[src/input_function_pkg.sv]
/*
  Constants for the special input function block: register map, field
  layouts, reset values and enumerations.
  Assumes a 32-bit APB slave at 200 MHz, one clock, synchronous reset.
*/
package input_function_pkg;

  localparam int unsigned N_INPUTS  = 7;
  localparam int unsigned N_COUNTER = 4;

  // Register byte offsets
  localparam logic [7:0] OFS_ROLE       = 8'h00;
  localparam logic [7:0] OFS_EDGE       = 8'h04;
  localparam logic [7:0] OFS_LATCH_SEL  = 8'h08;
  localparam logic [7:0] OFS_HSC_CFG    = 8'h0c;
  localparam logic [7:0] OFS_CTRL       = 8'h10;
  localparam logic [7:0] OFS_STATUS     = 8'h14;
  localparam logic [7:0] OFS_IRQ_CLEAR  = 8'h18;
  localparam logic [7:0] OFS_IRQ_ENABLE = 8'h1c;
  localparam logic [7:0] OFS_RING_MAX0  = 8'h20;
  localparam logic [7:0] OFS_LATCHED0   = 8'h40;
  localparam logic [7:0] OFS_ACTIVE     = 8'h60;

  // Input roles, two bits per input
  localparam logic [1:0] ROLE_NORMAL    = 2'h0;
  localparam logic [1:0] ROLE_QUICK     = 2'h1;
  localparam logic [1:0] ROLE_INTERRUPT = 2'h2;

  // Edge selection: 0 rising (default), 1 falling
  localparam logic EDGE_RISING = 1'b0;

  // Latch target codes, four bits per input
  localparam logic [3:0] LATCH_NONE     = 4'h0;
  localparam logic [3:0] LATCH_PULSE0   = 4'h1;
  localparam logic [3:0] LATCH_COUNTER0 = 4'h5;

  // Counter config, eight bits per counter
  localparam int unsigned HSC_ENABLE_BIT = 0;
  localparam int unsigned HSC_RING_BIT   = 2;
  localparam int unsigned HSC_SWONLY_BIT = 3;
  localparam int unsigned HSC_CONT_BIT   = 4;
  localparam int unsigned HSC_MODE_LSB   = 5;
  localparam logic [7:0]  HSC_CFG_RESET  = 8'h00;
  localparam logic [31:0] RING_MAX_RESET = 32'h0000_0000;
  localparam logic [31:0] RING_MAX_FULL  = 32'hffff_ffff;

  // Control register: bit 0 powers up, bit 1 starts operation
  localparam int unsigned CTRL_POWERUP_BIT = 0;
  localparam int unsigned CTRL_START_BIT   = 1;

  typedef enum logic [2:0] {
    ST_OFF     = 3'b001,
    ST_STOPPED = 3'b010,
    ST_RUN     = 3'b100
  } op_state_t;

endpackage

[src/input_edge_cell.sv]
/*
  One special input: two-flop synchroniser, edge detect by role and
  edge selection, filter bypass flag.
  Assumes the pin is asynchronous to mclk.
*/
`timescale 1ns/10ps
module input_edge_cell
  import input_function_pkg::*;
(
  // Clock and reset
  input  wire logic       mclk,
  input  wire logic       srst,
  // Pin and settings
  input  wire logic       pin,
  input  wire logic [1:0] role,
  input  wire logic       edge_fall,
  // Results
  output logic            level,
  output logic            irq_edge,
  output logic            bypass_filter
);

  logic meta;
  logic sync;
  logic prev;

  always_ff @(posedge mclk)
  begin
    if (srst)
    begin
      meta <= 1'b0;
      sync <= 1'b0;
      prev <= 1'b0;
    end
    else
    begin
      meta <= pin;
      sync <= meta;
      prev <= sync;
    end
  end

  wire is_irq = (role == ROLE_INTERRUPT);
  wire rose   = sync & ~prev;
  wire fell   = ~sync & prev;

  assign level    = sync;
  // Edge selection counts only in interrupt role
  assign irq_edge = is_irq & (edge_fall ? fell : rose);
  assign bypass_filter = (role != ROLE_NORMAL);

endmodule

[src/input_function_edge_latch.sv]
/*
  Special input function block: roles, interrupt edges, present value
  latch, counter default settings, ring wrap limit, APB register file.
  Assumes an APB master on mclk and pins asynchronous to mclk.
*/
`timescale 1ns/10ps
module input_function_edge_latch
  import input_function_pkg::*;
#(
  parameter int unsigned NI = N_INPUTS
)
(
  // Clock and reset
  input  wire logic                mclk,
  input  wire logic                srst,
  // APB slave
  input  wire logic                psel,
  input  wire logic                penable,
  input  wire logic                pwrite,
  input  wire logic [7:0]          paddr,
  input  wire logic [31:0]         pwdata,
  output logic [31:0]              prdata,
  output logic                     pready,
  output logic                     pslverr,
  // Special input pins
  input  wire logic [NI-1:0]       special_input,
  // Present values of pulse outputs and counters
  input  wire logic [4*32-1:0]     pulse_present_value,
  input  wire logic [4*32-1:0]     counter_present_value,
  // Results
  output logic [NI-1:0]            input_level,
  output logic [NI-1:0]            quick_input,
  output logic [NI-1:0]            filter_bypass,
  output logic [NI-1:0]            irq_event,
  output logic [4*8-1:0]           counter_cfg,
  output logic [4*32-1:0]          ring_limit,
  output logic                     irq
);

  ////////////////////////////////////////////////////////////////////////
  // Staged settings written by software, applied on control events

  logic [2*NI-1:0]   role_stage;
  logic [NI-1:0]     edge_stage;
  logic [4*NI-1:0]   latch_stage;
  logic [2*NI-1:0]   role_act;
  logic [NI-1:0]     edge_act;
  logic [4*NI-1:0]   latch_act;
  logic [31:0]       hsc_stage;
  logic [31:0]       ring_max [N_COUNTER];
  logic [31:0]       latched  [N_COUNTER];
  logic [NI-1:0]     status;
  logic [NI-1:0]     enable;
  op_state_t         state;
  op_state_t         next_state;

  wire wr_acc = psel & penable & pwrite;
  wire rd_acc = psel & ~penable & ~pwrite;
  wire wr_ctrl = wr_acc & (paddr == OFS_CTRL);
  wire powerup = wr_ctrl & pwdata[CTRL_POWERUP_BIT];
  wire start   = wr_ctrl & pwdata[CTRL_START_BIT];
  wire wr_clr  = wr_acc & (paddr == OFS_IRQ_CLEAR);
  wire [2:0] ring_idx = paddr[4:2];
  wire wr_ring = wr_acc & (paddr[7:4] == OFS_RING_MAX0[7:4]);

  // Operation states: off until power-up, stopped until started
  always_comb
  begin
    next_state = state;
    case (state)
      ST_OFF:     if (powerup) next_state = ST_STOPPED;
      ST_STOPPED: if (start) next_state = ST_RUN;
      ST_RUN:     if (powerup) next_state = ST_STOPPED;
      default:    next_state = ST_OFF;
    endcase
  end

  always_ff @(posedge mclk)
  begin
    if (srst)
    begin
      state       <= ST_OFF;
      role_stage  <= '0;
      edge_stage  <= '0;
      latch_stage <= '0;
      hsc_stage   <= {4{HSC_CFG_RESET}};
      enable      <= '0;
    end
    else
    begin
      state <= next_state;
      if (wr_acc && paddr == OFS_ROLE) role_stage <= pwdata[2*NI-1:0];
      if (wr_acc && paddr == OFS_EDGE) edge_stage <= pwdata[NI-1:0];
      if (wr_acc && paddr == OFS_LATCH_SEL)
        latch_stage <= pwdata[4*NI-1:0];
      if (wr_acc && paddr == OFS_HSC_CFG) hsc_stage <= pwdata;
      if (wr_acc && paddr == OFS_IRQ_ENABLE) enable <= pwdata[NI-1:0];
    end
  end

  // Roles, latch targets and counter setup load at power-up only;
  // the edge choice also reloads at every start
  always_ff @(posedge mclk)
  begin
    if (srst)
    begin
      role_act    <= '0;
      latch_act   <= '0;
      edge_act    <= '0;
      counter_cfg <= {4{HSC_CFG_RESET}};
    end
    else
    begin
      if (powerup)
      begin
        role_act    <= role_stage;
        latch_act   <= latch_stage;
        counter_cfg <= hsc_stage;
      end
      if (powerup || start)
        edge_act <= edge_stage;
    end
  end

  ////////////////////////////////////////////////////////////////////////
  // Ring limits: zero stands for the full 32-bit range

  genvar c;
  generate
    for (c = 0; c < N_COUNTER; c++)
    begin : g_ring
      always_ff @(posedge mclk)
      begin
        if (srst)
          ring_max[c] <= RING_MAX_RESET;
        else if (wr_ring && ring_idx == 3'(c))
          ring_max[c] <= pwdata;
      end
      always_ff @(posedge mclk)
      begin
        if (srst)
          ring_limit[32*c +: 32] <= RING_MAX_FULL;
        else if (powerup || start)
          ring_limit[32*c +: 32] <= (ring_max[c] == RING_MAX_RESET)
                                    ? RING_MAX_FULL : ring_max[c];
      end
    end
  endgenerate

  ////////////////////////////////////////////////////////////////////////
  // Per-input edge detection and latch capture

  wire [NI-1:0] lvl;
  wire [NI-1:0] edge_now;
  wire [NI-1:0] byp;
  wire          running = (state == ST_RUN);

  genvar i;
  generate
    for (i = 0; i < NI; i++)
    begin : g_in
      input_edge_cell u_cell (
        .mclk          (mclk),
        .srst          (srst),
        .pin           (special_input[i]),
        .role          (role_act[2*i +: 2]),
        .edge_fall     (edge_act[i]),
        .level         (lvl[i]),
        .irq_edge      (edge_now[i]),
        .bypass_filter (byp[i])
      );
    end
  endgenerate

  wire [NI-1:0] fire = edge_now & {NI{running}};

  // Lowest numbered firing input with a latch target wins the words
  logic [3:0] pick;
  logic       pick_ok;
  always_comb
  begin
    pick    = LATCH_NONE;
    pick_ok = 1'b0;
    for (int k = NI - 1; k >= 0; k--)
      if (fire[k] && latch_act[4*k +: 4] != LATCH_NONE)
      begin
        pick    = latch_act[4*k +: 4];
        pick_ok = 1'b1;
      end
  end

  wire [2:0]  slot = pick[2] ? 3'(pick - LATCH_COUNTER0)
                             : 3'(pick - LATCH_PULSE0);
  wire [31:0] cap  = (pick >= LATCH_COUNTER0)
                     ? counter_present_value[32*slot[1:0] +: 32]
                     : pulse_present_value[32*slot[1:0] +: 32];
  wire [1:0]  lslot = (pick >= LATCH_COUNTER0) ? slot[1:0] : slot[1:0];

  generate
    for (c = 0; c < N_COUNTER; c++)
    begin : g_lat
      always_ff @(posedge mclk)
      begin
        if (srst)
          latched[c] <= '0;
        else if (pick_ok && pick <= 4'h8 && lslot == 2'(c))
          latched[c] <= cap;
      end
    end
  endgenerate

  ////////////////////////////////////////////////////////////////////////
  // Outputs, interrupt status, APB read

  always_ff @(posedge mclk)
  begin
    if (srst)
    begin
      input_level   <= '0;
      quick_input   <= '0;
      filter_bypass <= '0;
      irq_event     <= '0;
      status        <= '0;
      irq           <= 1'b0;
    end
    else
    begin
      input_level   <= lvl;
      filter_bypass <= byp;
      for (int k = 0; k < NI; k++)
        quick_input[k] <= lvl[k] & (role_act[2*k +: 2] == ROLE_QUICK);
      irq_event <= fire;
      // Set wins over clear
      status <= (status & ~(wr_clr ? pwdata[NI-1:0] : '0)) | fire;
      irq    <= |(status & enable);
    end
  end

  logic [31:0] rd_mux;
  always_comb
  begin
    rd_mux = 32'h0000_0000;
    case (paddr)
      OFS_ROLE:       rd_mux = 32'(role_stage);
      OFS_EDGE:       rd_mux = 32'(edge_stage);
      OFS_LATCH_SEL:  rd_mux = 32'(latch_stage);
      OFS_HSC_CFG:    rd_mux = hsc_stage;
      OFS_CTRL:       rd_mux = 32'(state);
      OFS_STATUS:     rd_mux = 32'(status);
      OFS_IRQ_ENABLE: rd_mux = 32'(enable);
      OFS_ACTIVE:     rd_mux = 32'({edge_act, role_act});
      default:
        if (paddr[7:4] == OFS_RING_MAX0[7:4])
          rd_mux = ring_max[paddr[3:2]];
        else if (paddr[7:4] == OFS_LATCHED0[7:4])
          rd_mux = latched[paddr[3:2]];
        else
          rd_mux = 32'h0000_0000;
    endcase
  end

  // No wait states: setup cycle captures read data, access completes in its first cycle
  always_ff @(posedge mclk)
  begin
    if (srst)
    begin
      prdata  <= '0;
      pready  <= 1'b0;
      pslverr <= 1'b0;
    end
    else
    begin
      pready  <= psel & ~penable;
      pslverr <= 1'b0;
      if (rd_acc)
        prdata <= rd_mux;
    end
  end

  ////////////////////////////////////////////////////////////////////////
  // Checks

  property p_edge_gated;
    @(posedge mclk) disable iff (srst)
    irq_event[0] |-> $past(role_act[1:0]) == ROLE_INTERRUPT;
  endproperty
  a_edge_gated: assert property (p_edge_gated)
    else $error("interrupt event on a non-interrupt input");

  property p_role_default;
    @(posedge mclk) $fell(srst) |-> role_act == '0 && latch_act == '0;
  endproperty
  a_role_default: assert property (p_role_default)
    else $error("roles not normal after reset");

  property p_role_hold;
    @(posedge mclk) disable iff (srst)
    !$past(powerup) |-> $stable(role_act);
  endproperty
  a_role_hold: assert property (p_role_hold)
    else $error("role changed without power-up");

  property p_edge_reload;
    @(posedge mclk) disable iff (srst)
    start |=> edge_act == $past(edge_stage);
  endproperty
  a_edge_reload: assert property (p_edge_reload)
    else $error("edge choice not reloaded on start");

  property p_cfg_default;
    @(posedge mclk) $fell(srst) |-> counter_cfg == {4{HSC_CFG_RESET}};
  endproperty
  a_cfg_default: assert property (p_cfg_default)
    else $error("counter defaults wrong");

  property p_ring_zero;
    @(posedge mclk) disable iff (srst)
    start && ring_max[1] == '0 |=> ring_limit[63:32] == RING_MAX_FULL;
  endproperty
  a_ring_zero: assert property (p_ring_zero)
    else $error("zero ring maximum not widened");

  property p_bypass;
    @(posedge mclk) disable iff (srst)
    ##1 filter_bypass[0] == ($past(role_act[1:0]) != ROLE_NORMAL);
  endproperty
  a_bypass: assert property (p_bypass)
    else $error("filter bypass does not follow role");

  property p_latch_same;
    @(posedge mclk) disable iff (srst)
    fire[0] && latch_act[3:0] == LATCH_COUNTER0
      |=> latched[0] == $past(counter_present_value[31:0]);
  endproperty
  a_latch_same: assert property (p_latch_same)
    else $error("latched value not from the edge cycle");

  property p_irq;
    @(posedge mclk) disable iff (srst)
    irq_event[0] && enable[0] |-> ##[1:2] irq;
  endproperty
  a_irq: assert property (p_irq)
    else $error("enabled event did not raise interrupt");

endmodule

[config.mk]
export PLATFORM = sky130hd
export DESIGN_NAME = input_function_edge_latch
export DESIGN_NICKNAME = d
export VERILOG_FILES = /design/src/input_function_pkg.sv /design/src/input_edge_cell.sv /design/src/input_function_edge_latch.sv
export SDC_FILE = /design/constraint.sdc
export NUM_CORES = 1
export LEC_CHECK = 0
export BUFFER_PORTS_ARGS = -buffer_cell sky130_fd_sc_hd__buf_2
export CAP_MARGIN = 10
export CELL_PAD_IN_SITES_DETAIL_PLACEMENT = 1
export CELL_PAD_IN_SITES_GLOBAL_PLACEMENT = 1
export CORE_ASPECT_RATIO = 0.5
export CORE_MARGIN = 2
export CORE_UTILIZATION = 30
export DETAILED_ROUTE_END_ITERATION = 7
export PLACE_DENSITY_LB_ADDON = 0.3
export SETUP_SLACK_MARGIN = 0.3
export SLEW_MARGIN = 20
export SYNTH_ARGS = -nofsm -noshare
export SYNTH_HDL_FRONTEND = slang
export SYNTH_SLANG_ARGS = --single-unit
[constraint.sdc]
create_clock -name mclk -period 5.3 [get_ports mclk]
set_clock_uncertainty 0.2 [all_clocks]
set_input_delay 1.06 -clock mclk [delete_from_list [all_inputs] [get_ports mclk]]
set_output_delay 1.06 -clock mclk [all_outputs]
set_load 0.02 [all_outputs]
==> flow_summary.toml <==
[status]
status = "finished, final reports clean"

[power_and_ir_drop]
leakage_nw = 14.0
vdd_ir_drop_max_mv = 0.186
p_total_mw = 10.9
pwr_density_cell_nw_per_um2 = 296

[timing]
relSlewSlack = 0.313
period_share = 0.899
max_freq_mhz = 210
fin_ws_ns = 0.534
tightest_slew_ns = 1.03
rsz0062_at_grt = "false"
finalHoldViolations = 0
fin_hold_ws_ns = 0.242
layout_min_cycle_time_ns = 4.77
final_max_slew_viol_count = 0
fin_setup_tns_ns = 0
setup_viol = 0

[routing]
finalWirelength_um = 136000
drc_errors = 0
initialDrtViolationCount = 2897
vias_per_cell = 5.54
dr.pass1.iters = 5
postRouteAntennaNets = 0
wl_per_cell_um = 27.8
dr_total_vias = 27200

[worst_setup_path]
startpoint = "state[2]"
worst_setup_path_start_kind = "flip-flop"
end_kind = "flip-flop"
crit_fanout = 29
required_ns = 5.58
r2r-start = "state[2]"
critical_path_class = "reg2reg"
arrival_ns = 5.05

[run]
maxCapViolCount = 0

[clocking]
cts_tree = "built"
clock_path_buffers = 3
htreeDepth = 3
cts.sinks = 639
cts_root_buffer = "clkbuf_16"
clkSlewWorstSetupHoldPaths_ns = 0.06
clk-insertion-delay-late_ns = 0.65
numCtsBuffers = 66
ctsHoldBuffers = 0

[place]
dp_cells = 4772
place_ws_ns = 0.227
dp_hpwl_um = 100000
portBuffers = 529
place.gp.congestion = 0.927

[logic_synthesis]
yosysWarnings = 0
syn_inst = 3081
avgSynthCellArea_um2 = 9.86
synthArstFlopShare = 0
synth_ff_type = "dfxtp_1"
syn-num-nets = 3395
yosysSeqAreaShare = 0.506
ys_seq_elements = 639
synth_edf_count = 256
synth_cell_types = 71
syn_area_um2 = 30400

[die]
die_w_um = 454
io_pins = 531
dieArea_um2 = 104000
initial_core_util = 0.303
rows = 82
die-height_um = 229
core_um2 = 100000

[cells_and_area]
drive_gt1_frac = 0.254
fin_nets = 3815
fill_cells = 11300
area_growth_pct = 21.6
final_common_cell = "buf_2"
stdcell_count = 4900
final_cell_mix = "526 x buf_2, 457 x nand2_1, 383 x dfxtp_1"

[global_routing]
grt-ovfl-total = 0
antenna_found_initial = 14
grt_usage = 0.254
grt_max_degree = 115
first_global_vias = 27200
grt_pass1_wl_um = 194000

[hold_path]
hold_path.class = "reg2reg"
hp-start = "g_in[0].u_cell.meta"
-- final timing paths --
check / end / slack [ns] / cells past startpoint
setup / recovery: latched[0][8] / 0.53 / 17
hold / removal: g_in[0].u_cell.level / 0.24 / 1
setup reg to reg: latched[0][8] / 0.53 / 17
hold reg to reg: g_in[0].u_cell.level / 0.24 / 1
-- flip-flops by register name (all words and copies together), names as in the netlist, 14 cells and up --
register / count
ring_limit: 128
latched: 128
latch_act: 28
hsc_stage: 32
role_stage: 14
role_act: 14
counter_cfg: 32
ring_max: 128
prdata: 32
latch_stage: 28
-- cell usage after synthesis (6+ instances only) --
master / number / area [um2]
dfxtp_1: 383 / 7670
edfxtp_1: 256 / 7690
a31oi_1: 7 / 43.8
nand4_1: 41 / 257
nand2_1: 459 / 1720
a21oi_1: 307 / 1540
o2111ai_1: 7 / 61.3
a311oi_1: 22 / 193
nor2b_1: 90 / 563
clkbuf_1: 216 / 811
o21bai_1: 133 / 998
mux2_2: 22 / 248
buf_4: 9 / 67.6
nor2_1: 208 / 781
o21ai_0: 10 / 50.1
inv_1: 40 / 150
nor3_1: 147 / 736
buf_2: 15 / 75.1
a22oi_1: 71 / 533
nand3_1: 16 / 80.1
mux2_4: 12 / 180
o32a_1: 30 / 300
and3b_1: 14 / 123
mux4_2: 66 / 1490
buf_1: 23 / 86.3
nor4_1: 35 / 219
ha_1: 6 / 75.1
or4_1: 7 / 52.6
and2_1: 130 / 813
buf_6: 6 / 67.6
and3_1: 7 / 43.8
nor3b_1: 69 / 518
a221o_1: 58 / 581
o221a_2: 30 / 338
mux2i_1: 47 / 470
-- power breakdown --
part / switching (mW) / internal [mW] / total [mW]
sequential: 0.116 / 5.22 / 5.34
clock: 2.12 / 2.68 / 4.81
combinational: 0.499 / 0.295 / 0.794
total: 2.74 / 8.20 / 10.9
-- critical path: stages, from the launching register on --
cell and delay (ns):
dfxtp_1 0.43, nor3b_4 0.28, buf_12 0.16, buf_4 0.22
o2111ai_4 0.22, a31o_2 0.35, or2_2 0.33, o22ai_4 0.14
inv_1 0.09, buf_4 0.19, ha_4 0.32, inv_1 0.19
or3_1 0.47, o41ai_4 0.12, buf_6 0.38, a221o_1 0.21
nand2_1 0.13, a21oi_1 0.18
-- logic make-up (layout without fill, tap and decap cells) --
| family | count (synthesis) | in the layout | share of synthesized area |
|---|---|---|---|
| flip-flops | 639 | 639 | 0.506 |
| buffers and inverters | 309 | 779 | 0.0414 |
| AO/OA/AOI/OAI | 734 | 735 | 0.172 |
| adder cells (fa/ha/maj) | 6 | 6 | 0.00247 |
| other | 1 | 5 | 0.000123 |
| multiplexers | 147 | 147 | 0.0785 |
| AND/OR/NAND/NOR | 1245 | 1245 | 0.200 |
-- layout make-up --
class	instances	area [um2]	area share
Timing Repair Buffer	620	3540	0.0958
Multi-Input combinational cell	2134	14000	0.379
Sequential cell	639	15400	0.416
Antenna cell	4	10.0	0.000271
Tap cell	1344	1680	0.0455
Clock buffer	94	1980	0.0537
Clock inverter	25	209	0.00566
Inverter	40	150	0.00407
-- layer usage --
metal,wire (um),track usage,up-vias,part of all wire
li1,-,-,12100,-
met2,66500,0.430,1015,0.49
met1,57000,0.337,13900,0.42
met4,3320,0.0643,0,0.024
met5,0,0,-,0
met3,9290,0.0426,184,0.068
-- per-stage QoR --
stage	area, um2	util
after floorplan	30400	-
after global placement	34600	0.345
after detailed placement	34600	0.345
after CTS	36800	0.367
after global routing	36900	0.368
final	36900	0.368
-- timing repair --
| action | CTS | global route |
|---|---|---|
| endpoints found under the setup margin | 63 | 128 |
| gates resized for setup | 1 | 4 |
| cloned | 1 | 1 |
| pin swaps | 1 | 1 |
| buffers inserted | 1 | 1 |
Note: power is estimated with default switching activity, not from simulation.
